`config.mk`:
```
export PLATFORM = sky130hd
export DESIGN_NAME = spi_slave_framing
export DESIGN_NICKNAME = d
export VERILOG_FILES = /design/src/rtl/spi_framing_pkg.sv /design/src/rtl/spi_pins_if.sv /design/src/rtl/spi_slave_framing.sv /design/src/rtl/spi_pin_sampler.sv
export SDC_FILE = /design/constraint.sdc
export NUM_CORES = 1
export LEC_CHECK = 0
export ABC_AREA = 1
export BUFFER_PORTS_ARGS = -buffer_cell sky130_fd_sc_hd__buf_2
export CAP_MARGIN = 5
export CORE_MARGIN = 3
export CORE_UTILIZATION = 45
export DETAILED_ROUTE_END_ITERATION = 7
export GPL_ROUTABILITY_DRIVEN = 0
export GPL_TIMING_DRIVEN = 0
export PLACE_DENSITY = 0.71
export SLEW_MARGIN = 10
export SYNTH_ARGS = -nofsm -noshare
export SYNTH_HDL_FRONTEND = slang
export SYNTH_SLANG_ARGS = --single-unit
export TNS_END_PERCENT = 1
```
`constraint.sdc`:
```
create_clock -name clk_in -period 1.8 [get_ports clk_in]
set_input_delay 0.09 -clock clk_in [delete_from_list [all_inputs] [get_ports clk_in]]
set_output_delay 0.09 -clock clk_in [all_outputs]
set_load 0.05 [all_outputs]
```
`src/rtl/spi_framing_pkg.sv`:
```
// constants shared by the serial control port slave
package spi_framing_pkg;
  localparam int unsigned INSTR_BITS  = 16;
  localparam int unsigned BYTE_BITS   = 8;
  localparam int unsigned ADDR_W      = 15;
  localparam int unsigned RW_BIT      = 15;
  localparam int unsigned CNT_W       = 4;
  localparam int unsigned SYNC_STAGES = 3;
  localparam logic [CNT_W-1:0] CNT_ZERO     = 4'h0;
  localparam logic [CNT_W-1:0] CNT_ONE      = 4'h1;
  localparam logic [CNT_W-1:0] INSTR_LAST   = 4'hf;
  localparam logic [CNT_W-1:0] BYTE_LAST    = 4'h7;
  localparam logic [ADDR_W-1:0] ADDR_STEP   = 15'h0001;
  localparam logic [ADDR_W-1:0] ADDR_RESET  = 15'h0000;
  localparam logic [BYTE_BITS-1:0] BYTE_ZERO = 8'h00;
  localparam logic [INSTR_BITS-1:0] INSTR_ZERO = 16'h0000;
  typedef enum logic [2:0] {
    ST_READY = 3'b001,
    ST_INSTR = 3'b010,
    ST_DATA  = 3'b100
  } port_state_t;
endpackage

```
`src/rtl/spi_pins_if.sv`:
```
// synchronised serial pin levels passed from the sampler to the core
`timescale 1ns/10ps
interface spi_pins_if;
  logic cs_n;
  logic sclk;
  logic sdi;
  modport sampler (output cs_n, output sclk, output sdi);
  modport core    (input  cs_n, input  sclk, input  sdi);
endinterface

```
`src/rtl/spi_slave_framing.sv`:
```
// serial control port slave: framing, instruction decode, byte transfers
`timescale 1ns/10ps

// How it works
// - while select is high every clock and data transition is ignored.
// - select going high returns the port to ready so the next low starts an instruction.
// - a rise during the instruction or the first data byte drops the transfer and commits nothing.
// - in a cut multi-byte transfer every complete byte takes effect and the rest are abandoned.
// - each address selects exactly one 8-bit location.
// - outgoing data changes on the falling clock edge and incoming data is taken on the rising edge.
// - the 16-bit instruction has read-high write-low in bit 15 and the start address in bits 14 to 0.
// - after the instruction data moves in whole bytes, one per address.
// - undefined addresses proceed normally, writes still strobed out to the register file and reads returning zero.
module spi_slave_framing (
  // clock and reset
  input  wire logic                   clk_in,
  input  wire logic                   rst_in,
  // serial pins
  input  wire logic                   cs_n_in,
  input  wire logic                   sclk_in,
  input  wire logic                   sdi_in,
  output logic                        sdo_out,
  output logic                        sdo_oe_n_out,
  // register file side
  output logic                        reg_wr_out,
  output logic                        reg_rd_out,
  output logic [spi_framing_pkg::ADDR_W-1:0]    reg_addr_out,
  output logic [spi_framing_pkg::BYTE_BITS-1:0] reg_wdata_out,
  input  wire logic [spi_framing_pkg::BYTE_BITS-1:0] reg_rdata_in,
  input  wire logic                   reg_hit_in,
  // status
  output logic                        busy_out
);
  spi_pins_if pins ();

  spi_pin_sampler u_sampler (
    .clk_in  (clk_in),
    .rst_in  (rst_in),
    .cs_n_in (cs_n_in),
    .sclk_in (sclk_in),
    .sdi_in  (sdi_in),
    .pins    (pins.sampler)
  );

  // frame state
  spi_framing_pkg::port_state_t           state_r;
  spi_framing_pkg::port_state_t           state_nxt;
  logic                                   read_r;
  logic                                   read_nxt;
  logic [spi_framing_pkg::ADDR_W-1:0]     addr_r;
  logic [spi_framing_pkg::ADDR_W-1:0]     addr_nxt;

  // shift path
  logic [spi_framing_pkg::CNT_W-1:0]      bit_r;
  logic [spi_framing_pkg::CNT_W-1:0]      bit_nxt;
  logic [spi_framing_pkg::INSTR_BITS-1:0] shin_r;
  logic [spi_framing_pkg::INSTR_BITS-1:0] shin_nxt;
  logic [spi_framing_pkg::INSTR_BITS-1:0] shifted;
  logic [spi_framing_pkg::BYTE_BITS-1:0]  wdata_r;
  logic [spi_framing_pkg::BYTE_BITS-1:0]  wdata_nxt;

  // register file strobes
  logic                                   wr_r;
  logic                                   wr_nxt;
  logic                                   rd_r;
  logic                                   rd_nxt;

  // read data path
  logic [spi_framing_pkg::BYTE_BITS-1:0]  tx_r;
  logic [spi_framing_pkg::BYTE_BITS-1:0]  tx_nxt;
  logic                                   load_r;
  logic                                   load_nxt;

  // serial clock edges
  logic                                   sclk_d_r;
  logic                                   sclk_d_nxt;
  logic                                   rise;
  logic                                   fall;

  // edges only count inside a frame
  // limitation: each clock phase must last at least four system clocks
  assign rise    = !pins.cs_n && pins.sclk && !sclk_d_r;
  assign fall    = !pins.cs_n && !pins.sclk && sclk_d_r;
  assign shifted = {shin_r[spi_framing_pkg::INSTR_BITS-2:0], pins.sdi};

  always_comb begin
    state_nxt  = state_r;
    bit_nxt    = bit_r;
    shin_nxt   = shin_r;
    addr_nxt   = addr_r;
    wdata_nxt  = wdata_r;
    read_nxt   = read_r;
    // strobes last a single cycle
    wr_nxt     = 1'b0;
    rd_nxt     = 1'b0;
    if (pins.cs_n) begin
      // partial words are thrown away, committed bytes stay
      state_nxt = spi_framing_pkg::ST_READY;
      bit_nxt   = spi_framing_pkg::CNT_ZERO;
      shin_nxt  = spi_framing_pkg::INSTR_ZERO;
      read_nxt  = 1'b0;
    end else begin
      // select low: step through the frame
      case (state_r)
        spi_framing_pkg::ST_READY: begin
          state_nxt = spi_framing_pkg::ST_INSTR;
          bit_nxt   = spi_framing_pkg::CNT_ZERO;
        end
        spi_framing_pkg::ST_INSTR: begin
          if (rise) begin
            shin_nxt = shifted;
            bit_nxt  = bit_r + spi_framing_pkg::CNT_ONE;
            if (bit_r == spi_framing_pkg::INSTR_LAST) begin
              state_nxt = spi_framing_pkg::ST_DATA;
              bit_nxt   = spi_framing_pkg::CNT_ZERO;
              read_nxt  = shifted[spi_framing_pkg::RW_BIT];
              addr_nxt  = shifted[spi_framing_pkg::ADDR_W-1:0];
              rd_nxt    = shifted[spi_framing_pkg::RW_BIT];
            end
          end
        end
        spi_framing_pkg::ST_DATA: begin
          if (rise) begin
            shin_nxt = shifted;
            bit_nxt  = bit_r + spi_framing_pkg::CNT_ONE;
            if (bit_r == spi_framing_pkg::BYTE_LAST) begin
              // a byte counts only once all eight bits are in
              bit_nxt   = spi_framing_pkg::CNT_ZERO;
              wdata_nxt = shifted[spi_framing_pkg::BYTE_BITS-1:0];
              wr_nxt    = !read_r;
              // the address advances past defined registers as well
              addr_nxt  = addr_r + spi_framing_pkg::ADDR_STEP;
              rd_nxt    = read_r;
            end
          end
        end
        default: begin
          state_nxt = spi_framing_pkg::ST_READY;
        end
      endcase
    end
  end

  always_ff @(posedge clk_in) begin
    if (rst_in) begin
      state_r  <= spi_framing_pkg::ST_READY;
      bit_r    <= spi_framing_pkg::CNT_ZERO;
      shin_r   <= spi_framing_pkg::INSTR_ZERO;
      addr_r   <= spi_framing_pkg::ADDR_RESET;
      wdata_r  <= spi_framing_pkg::BYTE_ZERO;
      read_r   <= 1'b0;
      wr_r     <= 1'b0;
      rd_r     <= 1'b0;
    end else begin
      state_r  <= state_nxt;
      bit_r    <= bit_nxt;
      shin_r   <= shin_nxt;
      addr_r   <= addr_nxt;
      wdata_r  <= wdata_nxt;
      read_r   <= read_nxt;
      wr_r     <= wr_nxt;
      rd_r     <= rd_nxt;
    end
  end

  // edge detector resets to the idle clock level, so no false edge follows
  always_comb begin
    sclk_d_nxt = pins.sclk;
  end

  always_ff @(posedge clk_in) begin
    if (rst_in) begin
      sclk_d_r <= 1'b0;
    end else begin
      sclk_d_r <= sclk_d_nxt;
    end
  end

  // read data is latched the cycle after the fetch strobe
  always_comb begin
    tx_nxt   = tx_r;
    load_nxt = rd_r && !pins.cs_n;
    if (load_r) begin
      tx_nxt = reg_hit_in ? reg_rdata_in
                          : spi_framing_pkg::BYTE_ZERO;
    end
    // byte boundary falls keep the freshly fetched msb in place
    if (fall && read_r && (state_r == spi_framing_pkg::ST_DATA) &&
        (bit_r != spi_framing_pkg::CNT_ZERO)) begin
      tx_nxt = {tx_r[spi_framing_pkg::BYTE_BITS-2:0], 1'b0};
    end
  end

  always_ff @(posedge clk_in) begin
    if (rst_in) begin
      tx_r   <= spi_framing_pkg::BYTE_ZERO;
      load_r <= 1'b0;
    end else begin
      tx_r   <= tx_nxt;
      load_r <= load_nxt;
    end
  end

  // write strobe carries the address of the byte just completed
  // a fetch strobe asks for the byte at reg_addr_out, answered next cycle
  assign reg_wr_out    = wr_r;
  assign reg_rd_out    = rd_r;
  assign reg_addr_out  = wr_r ? addr_r - spi_framing_pkg::ADDR_STEP : addr_r;
  assign reg_wdata_out = wdata_r;
  assign sdo_out       = tx_r[spi_framing_pkg::BYTE_BITS-1];
  // output floats outside a frame and during writes
  assign sdo_oe_n_out  = pins.cs_n || !read_r ||
                         (state_r != spi_framing_pkg::ST_DATA);
  assign busy_out      = (state_r != spi_framing_pkg::ST_READY);
endmodule

```
`src/rtl/spi_pin_sampler.sv`:
```
// three-stage pin sampler with agreement filter for the serial pins
`timescale 1ns/10ps
module spi_pin_sampler (
  // clock and reset
  input  wire logic        clk_in,
  input  wire logic        rst_in,
  // raw pins
  input  wire logic        cs_n_in,
  input  wire logic        sclk_in,
  input  wire logic        sdi_in,
  // filtered levels
  spi_pins_if.sampler      pins
);
  localparam int unsigned N = 3;
  logic [N-1:0] raw;
  logic [N-1:0] s1_r;
  logic [N-1:0] s2_r;
  logic [N-1:0] s3_r;
  logic [N-1:0] lvl_r;
  logic [N-1:0] lvl_nxt;

  assign raw = {cs_n_in, sclk_in, sdi_in};

  genvar g;
  generate
    for (g = 0; g < N; g++) begin : g_bit
      // a level is taken only once stages two and three agree
      always_comb begin
        lvl_nxt[g] = (s2_r[g] == s3_r[g]) ? s3_r[g] : lvl_r[g];
      end
      always_ff @(posedge clk_in) begin
        if (rst_in) begin
          // chip select idles high, clock and data low
          s1_r[g]  <= (g == 2);
          s2_r[g]  <= (g == 2);
          s3_r[g]  <= (g == 2);
          lvl_r[g] <= (g == 2);
        end else begin
          s1_r[g]  <= raw[g];
          s2_r[g]  <= s1_r[g];
          s3_r[g]  <= s2_r[g];
          lvl_r[g] <= lvl_nxt[g];
        end
      end
    end
  endgenerate

  assign pins.cs_n = lvl_r[2];
  assign pins.sclk = lvl_r[1];
  assign pins.sdi  = lvl_r[0];
endmodule

```
# ---- After elaboration in Yosys (flattened, before gate mapping)
# Index checks and enable logic that the tools add are counted.
dict set report word_totals {
  register_bits 70
  inputBits 14
  out_inout_bits 28
}
dict set report classes {
  addsub 3
  eq_ne 14
  n_mux 22
  bitwise_logic 4
  reduce_logical 28
}
# cell n
set op_table {}
lappend op_table {{two-way mux 15 bit} 5}
lappend op_table {{case mux 15 bit (2 select lines)} 1}
lappend op_table {{two-way mux 8 bit} 3}
lappend op_table {{two-way mux 4 bit} 4}
lappend op_table {{adder 15 x 1 -> 15 bit, second input constant} 1}
lappend op_table {{subtractor 15 x 1 -> 15 bit, second input constant} 1}
lappend op_table {{case mux 4 bit (3 select lines)} 1}
lappend op_table {{case mux 3 bit (3 select lines)} 1}
lappend op_table {{AND reduction 3 bit} 3}
lappend op_table {{logical AND 1 bit} 8}
lappend op_table {{!= test 2 bit, second input constant} 4}
lappend op_table {{two-way mux 3 bit} 2}
lappend op_table {{AND reduction 6 bit} 1}
lappend op_table {{OR reduction 2 bit} 3}
lappend op_table {{OR reduction 5 bit} 1}
lappend op_table {{adder 4 x 1 -> 4 bit, second input constant} 1}
lappend op_table {{equality test 4 x 3 -> 1 bit, second input constant} 1}
lappend op_table {{equality test 4 bit, second input constant} 1}
lappend op_table {{zero test 1 bit} 4}
lappend op_table {{two-way mux 1 bit} 4}
lappend op_table {{inverter 1 bit} 4}
lappend op_table {{AND reduction 4 bit} 1}
lappend op_table {{nonzero test 2 bit} 2}
lappend op_table {{nonzero test 4 bit} 1}
lappend op_table {{10 further kinds} 13}

# ---- Logic depth before layout (Yosys ltp)
dict set report depth {
  ltp_word 7
  ltp_mapped 11
  depth_no_buf 11
}

# ---- Cells and area by module
# A second synthesis with hierarchy kept.
dict set report hier_totals {
  hier_cells 534
  area_unflattened_um2 3567.2
}
# mod instances cells_each area_per_inst_um2 seq_area_each_um2
set by_module_without_submodules {}
lappend by_module_without_submodules {spi_slave_framing 1 491 3193.1 1161.1}
lappend by_module_without_submodules {spi_pin_sampler 1 43 374.1 240.2}

# ---- Worst setup path before layout
# OpenSTA, ideal clock, no wires.
dict set report synth_timing {
  path_type {reg2out}
  from {register wr_r, in the netlist reg_wr_out}
  to {output port reg_addr_out[10] (netlist bit)}
  arrival_ns 2.304
  slack_ns -0.594
  path_stages_with_launch 9
  n_path_buf 1
  cell_sequence {dfxtp_1 buf_4 nand2_1 nor3_2 nand2_1 nor2_1 nand2_1 nor2_2 xor2_1}
}
dict set report synth_via {
  elab_chain_len 1
}
# item line_no
set synth_lines {}
lappend synth_lines {{start: declaration} spi_slave_framing.sv:63} ;# logic wr_r;
lappend synth_lines {{start signal: assignment} spi_slave_framing.sv:161} ;# wr_r <= wr_nxt;
lappend synth_lines {{two-way mux 15 bit} spi_slave_framing.sv:208} ;# assign reg_addr_out = wr_r ? addr_r - spi_framing_pkg::ADDR_STEP : addr_r;
lappend synth_lines {{end: declaration} spi_slave_framing.sv:27} ;# output logic [spi_framing_pkg::ADDR_W-1:0] reg_addr_out,
# Every way passes these cells.

# ---- Final worst setup path
dict set report layout_timing {
  from {register addr_r[1] (netlist bit)}
  to {output port reg_addr_out[14] (netlist bit)}
}
dict set report layout_via {
  elab_chain_len 2
}
# item line_no
set layout_lines {}
lappend layout_lines {{start: declaration} spi_slave_framing.sv:50} ;# logic [spi_framing_pkg::ADDR_W-1:0] addr_r;
lappend layout_lines {{start signal: assignment} spi_slave_framing.sv:149} ;# addr_r <= spi_framing_pkg::ADDR_RESET;
lappend layout_lines {{start signal: assignment} spi_slave_framing.sv:158} ;# addr_r <= addr_nxt;
lappend layout_lines {{subtractor 15 x 1 -> 15 bit} spi_slave_framing.sv:208}
lappend layout_lines {{two-way mux 15 bit} spi_slave_framing.sv:208}
# Every way passes these cells.

==> results.py <==
metrics = {
    "status": {
        "outcome": "finished with violations",
        "violations": "setup timing",
    },
    "layout": {
        "area_delta_synth_final_pct": 24.46,
        "multi_input_area_um2": 2001,
        "fillers": 698,
        "finalNetCount": 615,
        "most-common-layout-cells": "nand2_1, nor2_1, dfxtp_1",
        "diodes": 0,
        "final_cell_area_um2": 4457,
        "final_common_cell": "nand2_1",
        "drive_gt1_share_pct": 21.59,
        "ff_latch_area_um2": 1419,
    },
    "floorplan": {
        "fp.coreArea_um2": 7486,
        "die_height_um": 95.21,
        "initial_core_util_pct": 47.84,
        "std_cell_rows": 31,
        "io_pins": 42,
        "die_area_um2": 9064,
        "die_x_um": 95.21,
    },
    "yosys": {
        "async_reset_ff_share_pct": 0,
        "synth_nets": 550,
        "yosysSeqAreaShare_pct": 39.13,
        "yosys.area.top_type_share_pct": 39.13,
        "syn_inst": 532,
        "ys_ff_latch": 70,
        "netlist_top_cells_area": "dfxtp_1, nand2_1, nor2_1",
        "synth_area_um2": 3581,
        "synth_ff_type": "dfxtp_1",
        "synth_edf_count": 0,
        "synth.largest_area_cell": "dfxtp_1",
        "synth_cell_types": 33,
        "ys_warn_count": 0,
        "avgSynthCellArea_um2": 6.731,
    },
    "sta": {
        "final-hold-violation-count": 0,
        "fin_crit_sh_pct": 111.3,
        "drv_slew": 0,
        "worst_slack_ps": -203.0,
        "tns_ps": -1183,
        "rsz0062_at_grt": "true",
        "skew_ps": 6.462,
        "min_period_ps": 2003,
        "fin_hold_ws_ps": 83.86,
        "max-slew-margin-rel_pct": 62.10,
        "worst-slew-pin-transition_ps": 566.3,
        "finalSetupViolations": 9,
        "max_freq_mhz": 499.2,
    },
    "critical_path": {
        "critPathArrivalTime_ps": 1910,
        "path_delay_family": "buffers and inverters",
        "start_kind": "flip-flop",
        "max_stage_delay_ps": 370,
        "path_class": "flip-flop to primary output",
        "path_cells": "inv_4, ha_4, buf_4, and3_1, nand2_1, xor2_1, nand2_1, o21ai_0, buf_4",
        "cp_slowest_cell": "dfxtp_4",
        "path_buf_inv": 3,
        "crit_required_ps": 1710,
        "endpoint_kind": "primary output",
        "crit_fanout": 2,
    },
    "placed_design": {
        "place.detailed.hpwl_um": 6361,
        "port_buffers": 41,
        "dp_slack_ps": -361.2,
        "place_area_um2": 3955,
    },
    "global_routing": {
        "first_global_vias": 3414,
        "grt_pass1_wl_um": 15320,
        "antenna_found_initial": 0,
        "grt.total_usage_pct": 21.44,
        "overflow": 0,
        "grt_max_degree": 13,
    },
    "clock_network": {
        "clockBufferDepth": 2,
        "cts_root_buffer": "clkbuf_8",
        "ctsHtreeMaxLevel": 3,
        "cts_buffers": 9,
        "cts_tree": "built",
        "clock-sinks": 70,
        "clkTransAtPathRegs_ps": 80,
        "clk_latency_ps": 350,
    },
    "detailed_routing": {
        "drtAntennaViolNets": 0,
        "drc": 0,
        "vias": 3611,
        "initialDrtViolationCount": 278,
        "wl_per_cell_um": 13.04,
        "wl_um": 9140,
        "drt_first_pass_iters": 5,
        "detail_route.vias_per_cell": 5.151,
    },
    "pwr": {
        "ir_drop_uv": 467.2,
        "p_leak_nw": 1.884,
        "power_density_nw_per_um2": 669.9,
    },
    "job": {
        "cap_violations": 0,
    },
    "hold_path": {
        "min_path_type": "primary input to flip-flop",
    },
}
state kept, by name, summed over array words and instances (netlist names):
signal	cells
u_sampler.pins.sclk	1
u_sampler.s2_r	3
bit_r	4
shin_r	15
u_sampler.pins.sdi	1
reg_wr_out	1
load_r	1
tx_r	8
sclk_d_r	1
read_r	1
reg_wdata_out	8
state_r	3
addr_r	15
u_sampler.s1_r	3
u_sampler.pins.cs_n	1
reg_rd_out	1
u_sampler.s3_r	3
worst paths after layout:
kind / from / to / slack [ps] / depth (start not counted)
min: reg_rdata_in[4] / tx_r[4] / 80 / 5
max reg2reg: bit_r[0] / addr_r[3] / 130 / 10
min reg2reg: u_sampler.s1_r[1] / u_sampler.s2_r[1] / 410 / 2
max: addr_r[1] / reg_addr_out[14] / -200 / 9
power breakdown:
part | total [mW] | internal [mW] | switching [mW]
clock network | 1.38 | 0.778 | 0.601
logic | 0.0526 | 0.0237 | 0.0289
registers | 1.55 | 1.55 | 0.00318
per-layer routing:
metal | global-route usage [%] | vias to the layer above | share of wire (%)
met5 | 0 | - | 0
met2 | 37.43 | 69 | 50
met4 | 8.053 | 0 | 1.5
li1 | - | 1834 | -
met3 | 3.710 | 11 | 4.2
met1 | 26.24 | 1697 | 45
cell usage after synthesis (8+ instances only):
master    count
nand4_1       8
nand2_1     118
xor2_1       11
a21oi_1      42
nor2_1       82
o21ai_0      39
inv_1        54
dfxtp_1      70
nand3_1      45
or2_2         8
clkbuf_1      8
cell type report:
cell class / instances / share of cell area (%)
Tap cell: 99 / 2.779
Sequential cell: 70 / 31.84
Clock inverter: 6 / 1.937
Timing Repair Buffer: 56 / 8.647
Inverter: 56 / 4.829
Multi-Input combinational cell: 386 / 44.89
Buffer: 18 / 2.218
Clock buffer: 10 / 2.864
worst reg2reg max path, cell delays in order, from the launching register on:
cell,delay [ps]
dfxtp_4,370
ha_1,190
nand2_1,120
nor2_4,130
nand2_1,90
nand2_2,110
nand2_1,100
nor2_4,220
inv_1,110
nor2_1,100
nor2_1,50
stage by stage:
step	power, mW	utilization (%)	instances
CTS	3.007	58.50	700
detailed placement	1.641	52.83	672
global placement	1.640	52.83	672
global route	3.084	59.54	701
floorplan	1.617	-	532
finish	2.985	59.54	701
cell families (layout without fill, tap and decap cells):
kind of cell | after synthesis | in the layout | synth area share, %
AND/OR/NAND/NOR | 285 | 285 | 35.36
AO/OA/AOI/OAI | 85 | 85 | 12.51
buffers and inverters | 76 | 146 | 8.665
flip-flops | 70 | 70 | 39.13
XOR/XNOR | 12 | 12 | 2.935
adder cells (fa/ha/maj) | 4 | 4 | 1.398
repair_timing:
item,CTS,global route
pin swaps,7,15
setup endpoints to repair,12,43
setup buffers,9,2
gates resized for setup,36,25
endpoints found under the hold margin,4,0
hold buffers,4,0
Power figures use the tool's default switching activity.
